--- config.mk ---
export PLATFORM = sky130hd
export DESIGN_NAME = igp_bridge
export DESIGN_NICKNAME = d
export VERILOG_FILES = /design/src/igp_pkg.sv /design/src/igp_bridge.sv
export SDC_FILE = /design/constraint.sdc
export NUM_CORES = 1
export LEC_CHECK = 0
export BUFFER_PORTS_ARGS = -buffer_cell sky130_fd_sc_hd__buf_4
export CORE_AREA = 3 3 314 316
export DETAILED_ROUTE_END_ITERATION = 7
export DIE_AREA = 0 0 317 319
export GPL_TIMING_DRIVEN = 0
export HOLD_SLACK_MARGIN = 0.08
export PLACE_DENSITY = 0.71
export SLEW_MARGIN = 10
export SYNTH_ARGS = -nofsm -noshare
export SYNTH_HDL_FRONTEND = slang
export SYNTH_HIERARCHICAL = 1
export SYNTH_SLANG_ARGS = --single-unit
--- constraint.sdc ---
create_clock -name clk_in -period 4.8 [get_ports clk_in]
set_clock_uncertainty 0.05 [all_clocks]
set_input_delay 0.72 -clock clk_in [delete_from_list [all_inputs] [get_ports clk_in]]
set_output_delay 0.72 -clock clk_in [all_outputs]
set_load 0.01 [all_outputs]
--- src/igp_pkg.sv ---
// Constants and carrier types for the ISA I/O-mapped graphics processor access bridge
package igp_pkg;
  localparam int IDX_W = 4;
  localparam int DW = 16;
  localparam int PTR_W = 28;
  localparam int GP_DW = 32;
  // Register indices within the 16-entry I/O block
  localparam logic [3:0] IDX_PTR_LO = 4'h0;
  localparam logic [3:0] IDX_PTR_HI = 4'h1;
  localparam logic [3:0] IDX_WORD = 4'h2;
  localparam logic [3:0] IDX_MODE = 4'h3;
  localparam logic [3:0] IDX_MAPEXT = 4'h4;
  localparam logic [3:0] IDX_BANK_CTL = 4'h5;
  localparam logic [3:0] IDX_BANK_PORT = 4'h6;
  // Mode control field positions
  localparam int MB_WIDE_PROBE = 15;
  localparam int MB_PAL_RD = 14;
  localparam int MB_FOLLOW = 13;
  localparam int MB_LANE = 12;
  localparam int MB_PORT_EN = 11;
  localparam int MB_WIDE_LO = 7;
  localparam int MB_IRQ = 6;
  localparam int MB_PAL_DIS = 5;
  localparam int MB_SELF_RST = 4;
  localparam int MB_WIN_LO = 0;
  localparam logic [15:0] MODE_RESET = 16'h0000;
  // Map extension field positions
  localparam int EXT_LO = 4;
  localparam int EXT_OFF_BIT = 0;
  localparam logic [15:0] EXT_RESET = 16'h0001;
  // Bank control index field position
  localparam int BANK_IDX_LO = 1;
  // Self reset length in local clock cycles
  localparam logic [2:0] SR_LCLK_MIN = 3'h4;

  typedef enum logic [1:0] {K_WR = 2'h0, K_RD = 2'h1, K_REL = 2'h2} igp_kind_t;
  typedef enum logic [1:0] {ST_IDLE = 2'b01, ST_BUSY = 2'b10} igp_state_t;

  typedef struct packed {
    igp_kind_t kind;
    logic [PTR_W-1:0] addr;
    logic [DW-1:0] data;
  } igp_req_t;

  typedef struct packed {
    logic sel_n;
    logic ior_n;
    logic iow_n;
    logic [IDX_W-1:0] idx;
    logic [DW-1:0] data;
  } igp_isa_t;

  typedef struct packed {
    logic lclk;
    logic ready;
    logic irq;
    logic strap;
    logic narrow_size_indication;
    logic [GP_DW-1:0] data;
  } igp_gp_t;
endpackage

--- src/igp_bridge.sv ---
// Request FIFO and top level of the I/O-mapped graphics processor access bridge
`timescale 1ns/100ps

// ********************************
// Request FIFO
// ********************************
module igp_fifo
  import igp_pkg::*;
#(
  parameter int W = 46,
  parameter int DEPTH = 16
)
(
  input wire logic clk_in,
  input wire logic reset_in,
  input wire logic ce_in,
  input wire logic in_valid_in,
  output logic in_ready_out,
  input wire logic [W-1:0] in_data_in,
  output logic out_valid_out,
  input wire logic out_ready_in,
  output logic [W-1:0] out_data_out
);
  localparam int AW = $clog2(DEPTH);
  logic [W-1:0] mem_q [DEPTH];
  logic [AW-1:0] wr_q;
  logic [AW-1:0] rd_q;
  logic [AW:0] cnt_q;
  logic push;
  logic pop;

  assign in_ready_out = (cnt_q != DEPTH[AW:0]);
  assign out_valid_out = (cnt_q != '0);
  assign out_data_out = mem_q[rd_q];
  assign push = in_valid_in & in_ready_out;
  assign pop = out_valid_out & out_ready_in;

  always_ff @(posedge clk_in)
  begin
    if (ce_in && push)
    begin
      mem_q[wr_q] <= in_data_in;
    end
  end

  always_ff @(posedge clk_in)
  begin
    if (reset_in)
    begin
      wr_q <= '0;
      rd_q <= '0;
      cnt_q <= '0;
    end
    else if (ce_in)
    begin
      if (push)
      begin
        wr_q <= wr_q + 1'b1;
      end
      if (pop)
      begin
        rd_q <= rd_q + 1'b1;
      end
      if (push && !pop)
      begin
        cnt_q <= cnt_q + 1'b1;
      end
      else if (pop && !push)
      begin
        cnt_q <= cnt_q - 1'b1;
      end
    end
  end
endmodule

// ********************************
// Bridge top level
// ********************************
module igp_bridge
  import igp_pkg::*;
#(
  parameter int FIFO_DEPTH = 16
)
(
  input wire logic clk_in,
  input wire logic reset_in,
  input wire logic ce_in,
  input wire logic isa_sel_n_in,
  input wire logic isa_ior_n_in,
  input wire logic isa_iow_n_in,
  input wire logic [IDX_W-1:0] isa_idx_in,
  input wire logic [DW-1:0] isa_data_in,
  output logic [DW-1:0] isa_data_out,
  output logic isa_data_oe_out,
  output logic isa_chrdy_oe_out,
  input wire logic local_clock_one_in,
  input wire logic gp_ready_in,
  input wire logic gp_irq_out_in,
  input wire logic rom_window_strap_in,
  input wire logic narrow_size_indication_in,
  input wire logic [GP_DW-1:0] gp_data_in,
  output logic [PTR_W-2:0] gp_host_address_lines_out,
  output logic word_half_select_out,
  output logic gp_host_select_out,
  output logic gp_write_out,
  output logic [GP_DW-1:0] gp_data_out,
  output logic gp_data_oe_out,
  input wire logic [3:0] window_hit_in,
  output logic [3:0] window_enables_out,
  output logic wide_memory_response_out,
  output logic port_path_enable_out,
  output logic palette_read_enable_out,
  output logic palette_write_enable_out,
  output logic lane_swap_lower_out,
  output logic extension_off_out,
  output logic [DW-EXT_LO-1:0] ext_map_out,
  output logic reset_n_out
);
  igp_isa_t isa_s1_q;
  igp_isa_t isa_s2_q;
  igp_gp_t gp_s1_q;
  igp_gp_t gp_s2_q;
  logic ior_prev_q;
  logic iow_prev_q;
  logic lclk_prev_q;
  logic start_rd;
  logic start_wr;
  logic lclk_rise;
  logic [PTR_W-1:0] ptr_q;
  logic [15:0] mode_q;
  logic [15:0] ext_q;
  logic [3:0] bank_idx_q;
  logic [DW-1:0] bank_mem_q [16];
  logic [2:0] sr_cnt_q;
  logic rst;
  logic pend_q;
  igp_req_t pend_ent_q;
  igp_req_t ent;
  logic ent_valid;
  logic fifo_in_ready;
  logic fifo_out_valid;
  logic fifo_out_ready;
  igp_req_t fifo_out;
  logic rd_wait_q;
  logic rd_done_q;
  logic [DW-1:0] rd_data_q;
  logic [DW-1:0] reg_view;
  igp_state_t st_q;

  // ********************************
  // Pin synchronisers
  // ********************************
  always_ff @(posedge clk_in)
  begin
    if (ce_in)
    begin
      isa_s1_q <= '{isa_sel_n_in, isa_ior_n_in, isa_iow_n_in, isa_idx_in, isa_data_in};
      isa_s2_q <= isa_s1_q;
      gp_s1_q <= '{local_clock_one_in, gp_ready_in, gp_irq_out_in, rom_window_strap_in,
                   narrow_size_indication_in, gp_data_in};
      gp_s2_q <= gp_s1_q;
    end
  end

  always_ff @(posedge clk_in)
  begin
    if (reset_in)
    begin
      ior_prev_q <= 1'b1;
      iow_prev_q <= 1'b1;
      lclk_prev_q <= 1'b0;
    end
    else if (ce_in)
    begin
      ior_prev_q <= isa_s2_q.ior_n | isa_s2_q.sel_n;
      iow_prev_q <= isa_s2_q.iow_n | isa_s2_q.sel_n;
      lclk_prev_q <= gp_s2_q.lclk;
    end
  end

  assign start_rd = ior_prev_q & ~(isa_s2_q.ior_n | isa_s2_q.sel_n);
  assign start_wr = iow_prev_q & ~(isa_s2_q.iow_n | isa_s2_q.sel_n);
  assign lclk_rise = gp_s2_q.lclk & ~lclk_prev_q;

  // ********************************
  // Self reset
  // ********************************
  // Counter is cleared only by the external reset so the pulse survives itself
  always_ff @(posedge clk_in)
  begin
    if (reset_in)
    begin
      sr_cnt_q <= '0;
    end
    else if (ce_in)
    begin
      if (start_wr && isa_s2_q.idx == IDX_MODE && isa_s2_q.data[MB_SELF_RST])
      begin
        // Spare count: a local clock edge may already sit in the synchroniser
        sr_cnt_q <= SR_LCLK_MIN + 3'h1;
      end
      else if (sr_cnt_q != '0 && lclk_rise)
      begin
        sr_cnt_q <= sr_cnt_q - 1'b1;
      end
    end
  end

  assign rst = reset_in | (sr_cnt_q != '0);

  // ********************************
  // Configuration registers
  // ********************************
  always_ff @(posedge clk_in)
  begin
    if (rst)
    begin
      mode_q <= MODE_RESET;
      mode_q[MB_WIN_LO+3] <= gp_s2_q.strap;
      ext_q <= EXT_RESET;
      bank_idx_q <= '0;
    end
    else if (ce_in && (start_wr || start_rd))
    begin
      if (start_wr && isa_s2_q.idx == IDX_MODE)
      begin
        mode_q <= isa_s2_q.data;
        mode_q[MB_SELF_RST] <= 1'b0;
      end
      if (start_wr && isa_s2_q.idx == IDX_MAPEXT)
      begin
        ext_q[15:EXT_LO] <= isa_s2_q.data[15:EXT_LO];
        ext_q[EXT_OFF_BIT] <= isa_s2_q.data[EXT_OFF_BIT];
      end
      if (start_wr && isa_s2_q.idx == IDX_BANK_CTL)
      begin
        bank_idx_q <= isa_s2_q.data[BANK_IDX_LO+:4];
      end
      if (isa_s2_q.idx == IDX_BANK_PORT)
      begin
        bank_idx_q <= bank_idx_q + 1'b1;
      end
    end
  end

  // Entries 0..7 hold address halves, 8..15 mask halves
  always_ff @(posedge clk_in)
  begin
    if (ce_in && start_wr && isa_s2_q.idx == IDX_BANK_PORT)
    begin
      bank_mem_q[bank_idx_q] <= isa_s2_q.data;
    end
  end

  // ********************************
  // Address pointer
  // ********************************
  // Pointer is advanced when the access is taken (word reads only with follow clear), so readback already
  // shows the next address even while the request still sits queued
  always_ff @(posedge clk_in)
  begin
    if (rst)
    begin
      ptr_q <= '0;
    end
    else if (ce_in)
    begin
      if (start_wr && isa_s2_q.idx == IDX_PTR_LO)
      begin
        ptr_q[15:0] <= isa_s2_q.data;
      end
      else if (start_wr && isa_s2_q.idx == IDX_PTR_HI)
      begin
        ptr_q[PTR_W-1:16] <= isa_s2_q.data[PTR_W-17:0];
      end
      else if (start_wr && isa_s2_q.idx == IDX_WORD)
      begin
        ptr_q <= ptr_q + 1'b1;
      end
      else if (start_rd && isa_s2_q.idx == IDX_WORD && !mode_q[MB_FOLLOW])
      begin
        ptr_q <= ptr_q + 1'b1;
      end
    end
  end

  // ********************************
  // Request formation and queueing
  // ********************************
  always_comb
  begin
    ent_valid = 1'b0;
    ent = '{K_REL, ptr_q, isa_s2_q.data};
    if ((start_rd || start_wr) && mode_q[MB_PORT_EN])
    begin
      if (isa_s2_q.idx == IDX_WORD)
      begin
        ent_valid = 1'b1;
        ent.kind = start_wr ? K_WR : K_RD;
      end
      else if (isa_s2_q.idx == IDX_PTR_LO || isa_s2_q.idx == IDX_PTR_HI)
      begin
        ent_valid = 1'b1;
      end
    end
  end

  // A refused push parks here while the host is held off
  always_ff @(posedge clk_in)
  begin
    if (rst)
    begin
      pend_q <= 1'b0;
      pend_ent_q <= '{K_REL, '0, '0};
    end
    else if (ce_in)
    begin
      if (ent_valid && !fifo_in_ready)
      begin
        pend_q <= 1'b1;
        pend_ent_q <= ent;
      end
      else if (pend_q && fifo_in_ready)
      begin
        pend_q <= 1'b0;
      end
    end
  end

  igp_fifo #(.W($bits(igp_req_t)), .DEPTH(FIFO_DEPTH)) u_fifo (
    .clk_in(clk_in),
    .reset_in(rst),
    .ce_in(ce_in),
    .in_valid_in(pend_q | ent_valid),
    .in_ready_out(fifo_in_ready),
    .in_data_in(pend_q ? pend_ent_q : ent),
    .out_valid_out(fifo_out_valid),
    .out_ready_in(fifo_out_ready),
    .out_data_out(fifo_out)
  );

  // ********************************
  // Graphics processor host cycles
  // ********************************
  assign fifo_out_ready = (st_q == ST_IDLE) && lclk_rise;

  always_ff @(posedge clk_in)
  begin
    if (rst)
    begin
      st_q <= ST_IDLE;
      gp_host_select_out <= 1'b0;
      gp_write_out <= 1'b0;
      gp_data_oe_out <= 1'b0;
      gp_host_address_lines_out <= '0;
      word_half_select_out <= 1'b0;
      gp_data_out <= '0;
      rd_done_q <= 1'b0;
      rd_data_q <= '0;
    end
    else if (ce_in)
    begin
      rd_done_q <= 1'b0;
      unique case (st_q)
        ST_IDLE:
        begin
          if (fifo_out_valid && lclk_rise)
          begin
            if (fifo_out.kind == K_REL)
            begin
              gp_host_select_out <= 1'b0;
            end
            else
            begin
              gp_host_address_lines_out <= fifo_out.addr[PTR_W-1:1];
              word_half_select_out <= fifo_out.addr[0];
              gp_host_select_out <= 1'b1;
              gp_write_out <= (fifo_out.kind == K_WR);
              gp_data_oe_out <= (fifo_out.kind == K_WR);
              gp_data_out <= {fifo_out.data, fifo_out.data};
              st_q <= ST_BUSY;
            end
          end
        end
        ST_BUSY:
        begin
          if (lclk_rise && gp_s2_q.ready)
          begin
            if (!gp_write_out)
            begin
              rd_data_q <= word_half_select_out ? gp_s2_q.data[31:16]
                                                : gp_s2_q.data[15:0];
              rd_done_q <= 1'b1;
            end
            gp_data_oe_out <= 1'b0;
            st_q <= ST_IDLE;
          end
        end
      endcase
    end
  end

  // ********************************
  // ISA read data and channel ready
  // ********************************
  always_comb
  begin
    reg_view = '0;
    unique case (isa_s2_q.idx)
      IDX_PTR_LO: reg_view = ptr_q[15:0];
      IDX_PTR_HI: reg_view = {{(32-PTR_W){1'b0}}, ptr_q[PTR_W-1:16]};
      IDX_MODE: reg_view = {mode_q[15:7], gp_s2_q.irq, mode_q[5], 1'b0, mode_q[3:0]};
      IDX_MAPEXT: reg_view = {ext_q[15:EXT_LO], 3'h0, ext_q[EXT_OFF_BIT]};
      IDX_BANK_CTL: reg_view = {11'h000, bank_idx_q, 1'b0};
      IDX_BANK_PORT: reg_view = bank_mem_q[bank_idx_q];
      default: reg_view = '0;
    endcase
  end

  always_ff @(posedge clk_in)
  begin
    if (rst)
    begin
      rd_wait_q <= 1'b0;
      isa_data_out <= '0;
      isa_data_oe_out <= 1'b0;
      isa_chrdy_oe_out <= 1'b0;
    end
    else if (ce_in)
    begin
      if (start_rd && isa_s2_q.idx == IDX_WORD && mode_q[MB_PORT_EN])
      begin
        rd_wait_q <= 1'b1;
      end
      else if (rd_done_q)
      begin
        rd_wait_q <= 1'b0;
        isa_data_out <= rd_data_q;
      end
      if (start_rd && !(isa_s2_q.idx == IDX_WORD && mode_q[MB_PORT_EN]))
      begin
        isa_data_out <= reg_view;
      end
      isa_data_oe_out <= ~(isa_s2_q.ior_n | isa_s2_q.sel_n);
      isa_chrdy_oe_out <= rd_wait_q | pend_q | (ent_valid && !fifo_in_ready);
    end
  end

  // ********************************
  // Decode-facing outputs
  // ********************************
  always_ff @(posedge clk_in)
  begin
    if (reset_in)
    begin
      window_enables_out <= '0;
      wide_memory_response_out <= 1'b0;
      port_path_enable_out <= 1'b0;
      palette_read_enable_out <= 1'b0;
      palette_write_enable_out <= 1'b1;
      lane_swap_lower_out <= 1'b0;
      extension_off_out <= 1'b1;
      ext_map_out <= '0;
      reset_n_out <= 1'b1;
    end
    else if (ce_in)
    begin
      window_enables_out <= mode_q[MB_PORT_EN] ? 4'h0 : mode_q[MB_WIN_LO+:4];
      wide_memory_response_out <= !mode_q[MB_WIDE_PROBE] && !mode_q[MB_PORT_EN]
        && |(window_hit_in & mode_q[MB_WIDE_LO+:4] & mode_q[MB_WIN_LO+:4]);
      port_path_enable_out <= mode_q[MB_PORT_EN];
      palette_read_enable_out <= mode_q[MB_PAL_RD] & ~mode_q[MB_PAL_DIS];
      palette_write_enable_out <= ~mode_q[MB_PAL_DIS];
      lane_swap_lower_out <= gp_s2_q.narrow_size_indication & mode_q[MB_LANE];
      extension_off_out <= ext_q[EXT_OFF_BIT];
      ext_map_out <= ext_q[15:EXT_LO];
      reset_n_out <= (sr_cnt_q == '0);
    end
  end
endmodule

==> Implementation_results.wiki <==
{| class="wikitable"
! Metric !! Value
|-
| Start point of the worst hold path || gp_data_in[17]
|-
| HPWL reported at the end of detailed placement || around 91 mm
|-
| Outcome || finished, final reports clean
|-
| # fillers || around 6.7k
|-
| Vias after detailed routing || a little over 30k
|-
| Total wire length || approximately 140 mm
|-
| Root Driver || sky130_fd_sc_hd__clkbuf_16
|-
| Final GP Congestion || ~0.95
|-
| Pre-antenna DRT Iters || 6
|-
| Area occupied by registers || 0.0382 sq mm
|-
| Post-synthesis net count || 3209
|-
| Final Critical Period || 4.64 ns
|-
| Cell taking the most area after synthesis || sky130_fd_sc_hd__edfxtp_1
|-
| MaxCap Viol Count || 0
|-
| Unrepaired setup endpoints after global routing || false
|-
| Number of buffers created by CTS || roughly 140
|-
| Final setup violating endpoints || 0
|-
| Yosys warning total || 6
|-
| Clk network pwr share || between 40% and 50%
|-
| Arrival time reported for the critical path endpoint || between 5 and 6 ns
|-
| Row count || approximately 110
|-
| Worst slew pin tran || 1.29 ns
|-
| Area occupied by multi-input gates || 0.0133 sq mm
|-
| Number of vias per cell after detailed routing || 6.26
|-
| Total global routing track utilization || 28.1%
|-
| Biggest fanout along the worst timing path || 10
|-
| Peak clock frequency supported by timing || 216 MHz
|-
| Largest voltage drop on the vdd net || 325 uV
|-
| Average size of a mapped cell || around 17 sq um
|-
| Clock latency of the later-clocked register in the worst-skew pair || approximately 0.75 ns
|-
| CTS tree || yes
|-
| Pleak || between 0.015 and 0.02 uW
|-
| Leftover overflow at the end of global routing || 0
|-
| Global-route met3 utilization || 4.93%
|-
| Post-synth top area share || between 60% and 70%
|-
| Post-synth top cells || 1113 x sky130_fd_sc_hd__edfxtp_1, 358 x sky130_fd_sc_hd__nand2_1, 242 x sky130_fd_sc_hd__mux4_2
|-
| Starting Density || 54.6%
|-
| Path class of the lowest-slack min-delay path || in2reg
|-
| Vertical extent of the die || 319 microns
|-
| Fraction of the core area covered by cells at the end of the flow || 63.5%
|-
| Switch Pwr || 4930 uW
|-
| GRT met1 Usage || 37.0%
|-
| Most repeated cell in the gate-level netlist after synthesis || sky130_fd_sc_hd__edfxtp_1
|-
| Total placed instance area || 0.0561 sq mm
|-
| Sw Share || just over 20%
|-
| Number of synthesized flops with an enable pin || 1113
|-
| Launching element type of the critical path || register
|-
| Area of the core region || 0.0963 sq mm
|-
| Share of total power in combinational logic || 2.4%
|-
| Post-route cell area || between 0.06 and 0.07 sq mm
|-
| Slew Limit Headroom || 13.7%
|-
| Proportion of layout cells with a drive suffix above 1 || 23.0%
|-
| I/O Buffers || 170
|-
| Post-CTS Setup Bufs || 0
|-
| Hold violation total from the final report || 0
|-
| Number of top-level design ports || 171
|-
| Routing layer with the top usage in global route || met2
|-
| Data required time at the worst endpoint || 5.37 ns
|-
| Die area || ~0.1 sq mm
|-
| Initial drt markers || 3553
|-
| Critical path endpoint || word_half_select_out$_SDFFE_PP0P_
|-
| Setup slack on the worst flop-to-flop path || roughly 0.16 ns
|-
| Fraction of the yosys area taken by sequential cells || 72.7%
|-
| Power density over the cells || 391 mW/mm^2
|-
| Internal portion of total power || between 15000 and 20000 uW
|-
| Global-route wire length before repair || slightly above 200 mm
|-
| Die width || 317 microns
|-
| Worst reg2reg path depth || 10
|-
| Number of antenna cells inserted || 0
|-
| Clock slew at reported path FFs || 0.06 ns
|-
| Most used flip-flop cell after synthesis || sky130_fd_sc_hd__edfxtp_1
|-
| Critical path start-end classification || reg2reg
|-
| Number of buffers on the longest clock path || 3
|-
| Met2 capacity usage during global routing || 46.8%
|-
| Cells taking the most area after synthesis || sky130_fd_sc_hd__edfxtp_1 64%, sky130_fd_sc_hd__mux4_2 10%, sky130_fd_sc_hd__dfxtp_1 9.1%
|-
| Summed instance area of the synthesized netlist || 0.0526 sq mm
|-
| Final critical-path share of the clock period || 96.6%
|-
| Number of distinct library cell variants in the gate-level netlist after synthesis || 83
|-
| Fraction of synthesis flops using an asynchronous set or reset pin || 0%
|-
| H-tree Lvls || 4
|-
| Layout overhead on the synthesized area || 16.3%
|-
| Pin count of the biggest net entering global routing || roughly 120
|-
| Critical path endpoint category || register
|-
| Number of remaining DRC errors || 0
|-
| CTS sink count || 1353
|-
| Via count of the first global-routing pass || around 31k
|-
| Initial antenna violation count || 1
|-
| Number of pins with negative max-slew slack in the final report || 0
|-
| Sequential share of power || 53.9%
|-
| Total of flip-flops plus latches after synthesis || 1353
|-
| Cell count after synthesis || around 3.1k
|-
| Routed Antenna Nets || 0
|-
| Wirelength per Cell || 28.5 microns
|-
| Critical register-to-register path endpoint || word_half_select_out$_SDFFE_PP0P_
|-
| # nets final || 3608
|}
-- final cells by class --
type,instances,share of cell area [%]
flip-flops and latches,1353,62.5
multi-input cells,1539,21.8
clock buffers,188,6.21
repair buffers,260,4.00
well taps,1276,2.61
plain buffers,210,1.67
clock inverters,63,1.04
inverters,22,0.135
-- power groups by stage --
stage	sequential (uW)	combinational, uW	clock [uW]
2_1_floorplan	13100	280	0
3_3_place_gp	13100	497	0
3_5_place_dp	13100	511	0
4_1_cts	12900	549	10600
5_1_grt	12900	611	11100
6_report	12900	570	10500
-- worst min-delay path by stage --
stage,slack (ns),cells past startpoint,to
CTS,0.08,1,gp_s1_q[17]$_DFFE_PP_
finish,0.11,1,gp_s1_q[17]$_DFFE_PP_
floorplan,0.35,0,ent[0]$_DFFE_PP_
global route,0.09,1,gp_s1_q[17]$_DFFE_PP_
detailed placement,0.35,0,ent[12]$_DFFE_PP_
global placement,0.35,0,ent[1]$_DFFE_PP_
-- stage by stage --
step	total power [uW]	setup WS [ns]	instances	setup TNS (ns)	hold WS (ns)
5_1_grt	24500	0.0320	4911	0	0.0867
3_5_place_dp	13600	-0.284	4606	-0.704	0.355
2_1_floorplan	13300	1.68	3125	0	0.350
4_1_cts	24000	0.192	4908	0	0.0802
3_3_place_gp	13600	-1.00	4571	-496.54	0.350
6_report	23900	0.164	4911	0	0.114
-- timing repair --
action                                  4_1_cts  5_1_grt
hold buffers                                 52        0
endpoints found under the setup margin       10        0
endpoints found under the hold margin        52        0
gates resized for setup                       1        0
-- cells in the final DEF, fill, tap and decap left out, drive strengths merged, types with 6 or more instances in the layout --
cell,n
o21ai,58
nor3,36
a22oi,111
a31oi,7
o211ai,6
clkbuf,292
a221oi,12
and3,17
nor4,17
nand2,358
a21o,8
dlygate4sd3,52
and2,29
dfxtp,240
nand3,28
a32o,8
nor2b,12
nand2b,19
edfxtp,1113
nand4,15
o31ai,8
nor2,104
clkinv,45
buf,314
mux2i,56
inv,27
mux2,58
or4,6
a211oi,26
a21oi,182
ha,16
bufinv,8
mux4,242
a22o,12
-- state kept, by name, summed over array words and instances (netlist names), 23 cells and up, named ones only --
register,cells
ptr_q,28
gp_s1_q,37
u_fifo/mem_q,736
gp_s2_q,37
isa_s1_q,23
gp_host_address_lines_out,27
pend_ent_q,46
bank_mem_q,256
-- critical path: stages (launching register included) --
cell	delay [ns]
sky130_fd_sc_hd__dfxtp_1	0.47
sky130_fd_sc_hd__buf_2	0.38
sky130_fd_sc_hd__clkbuf_1	0.66
sky130_fd_sc_hd__mux4_2	0.40
sky130_fd_sc_hd__a22oi_1	0.22
sky130_fd_sc_hd__nand2_1	0.28
sky130_fd_sc_hd__nand2b_1	0.26
sky130_fd_sc_hd__nand2b_1	0.75
sky130_fd_sc_hd__clkbuf_2	0.53
sky130_fd_sc_hd__nand2_1	0.11
sky130_fd_sc_hd__a21oi_1	0.35
-- layer usage --
layer  up-vias  part of all wire [%]
li1      13100                     -
met1     15800                    39
met2      1493                    50
met3       323                   7.4
met4         0                   4.1
met5         -                     0
-- cell families after synthesis --
logic type                 Yosys count  synth area share (%)
DFF                               1353                  72.7
and+or+nand+nor                    674                  5.91
adders and majority gates           17                 0.419
muxes                              356                  12.7
xor gates and xnor gates             7                 0.117
buffers and inverters              233                  2.10
AOI/OAI and AO/OA                  485                  6.08
Note: power is estimated with default switching activity, not from simulation.
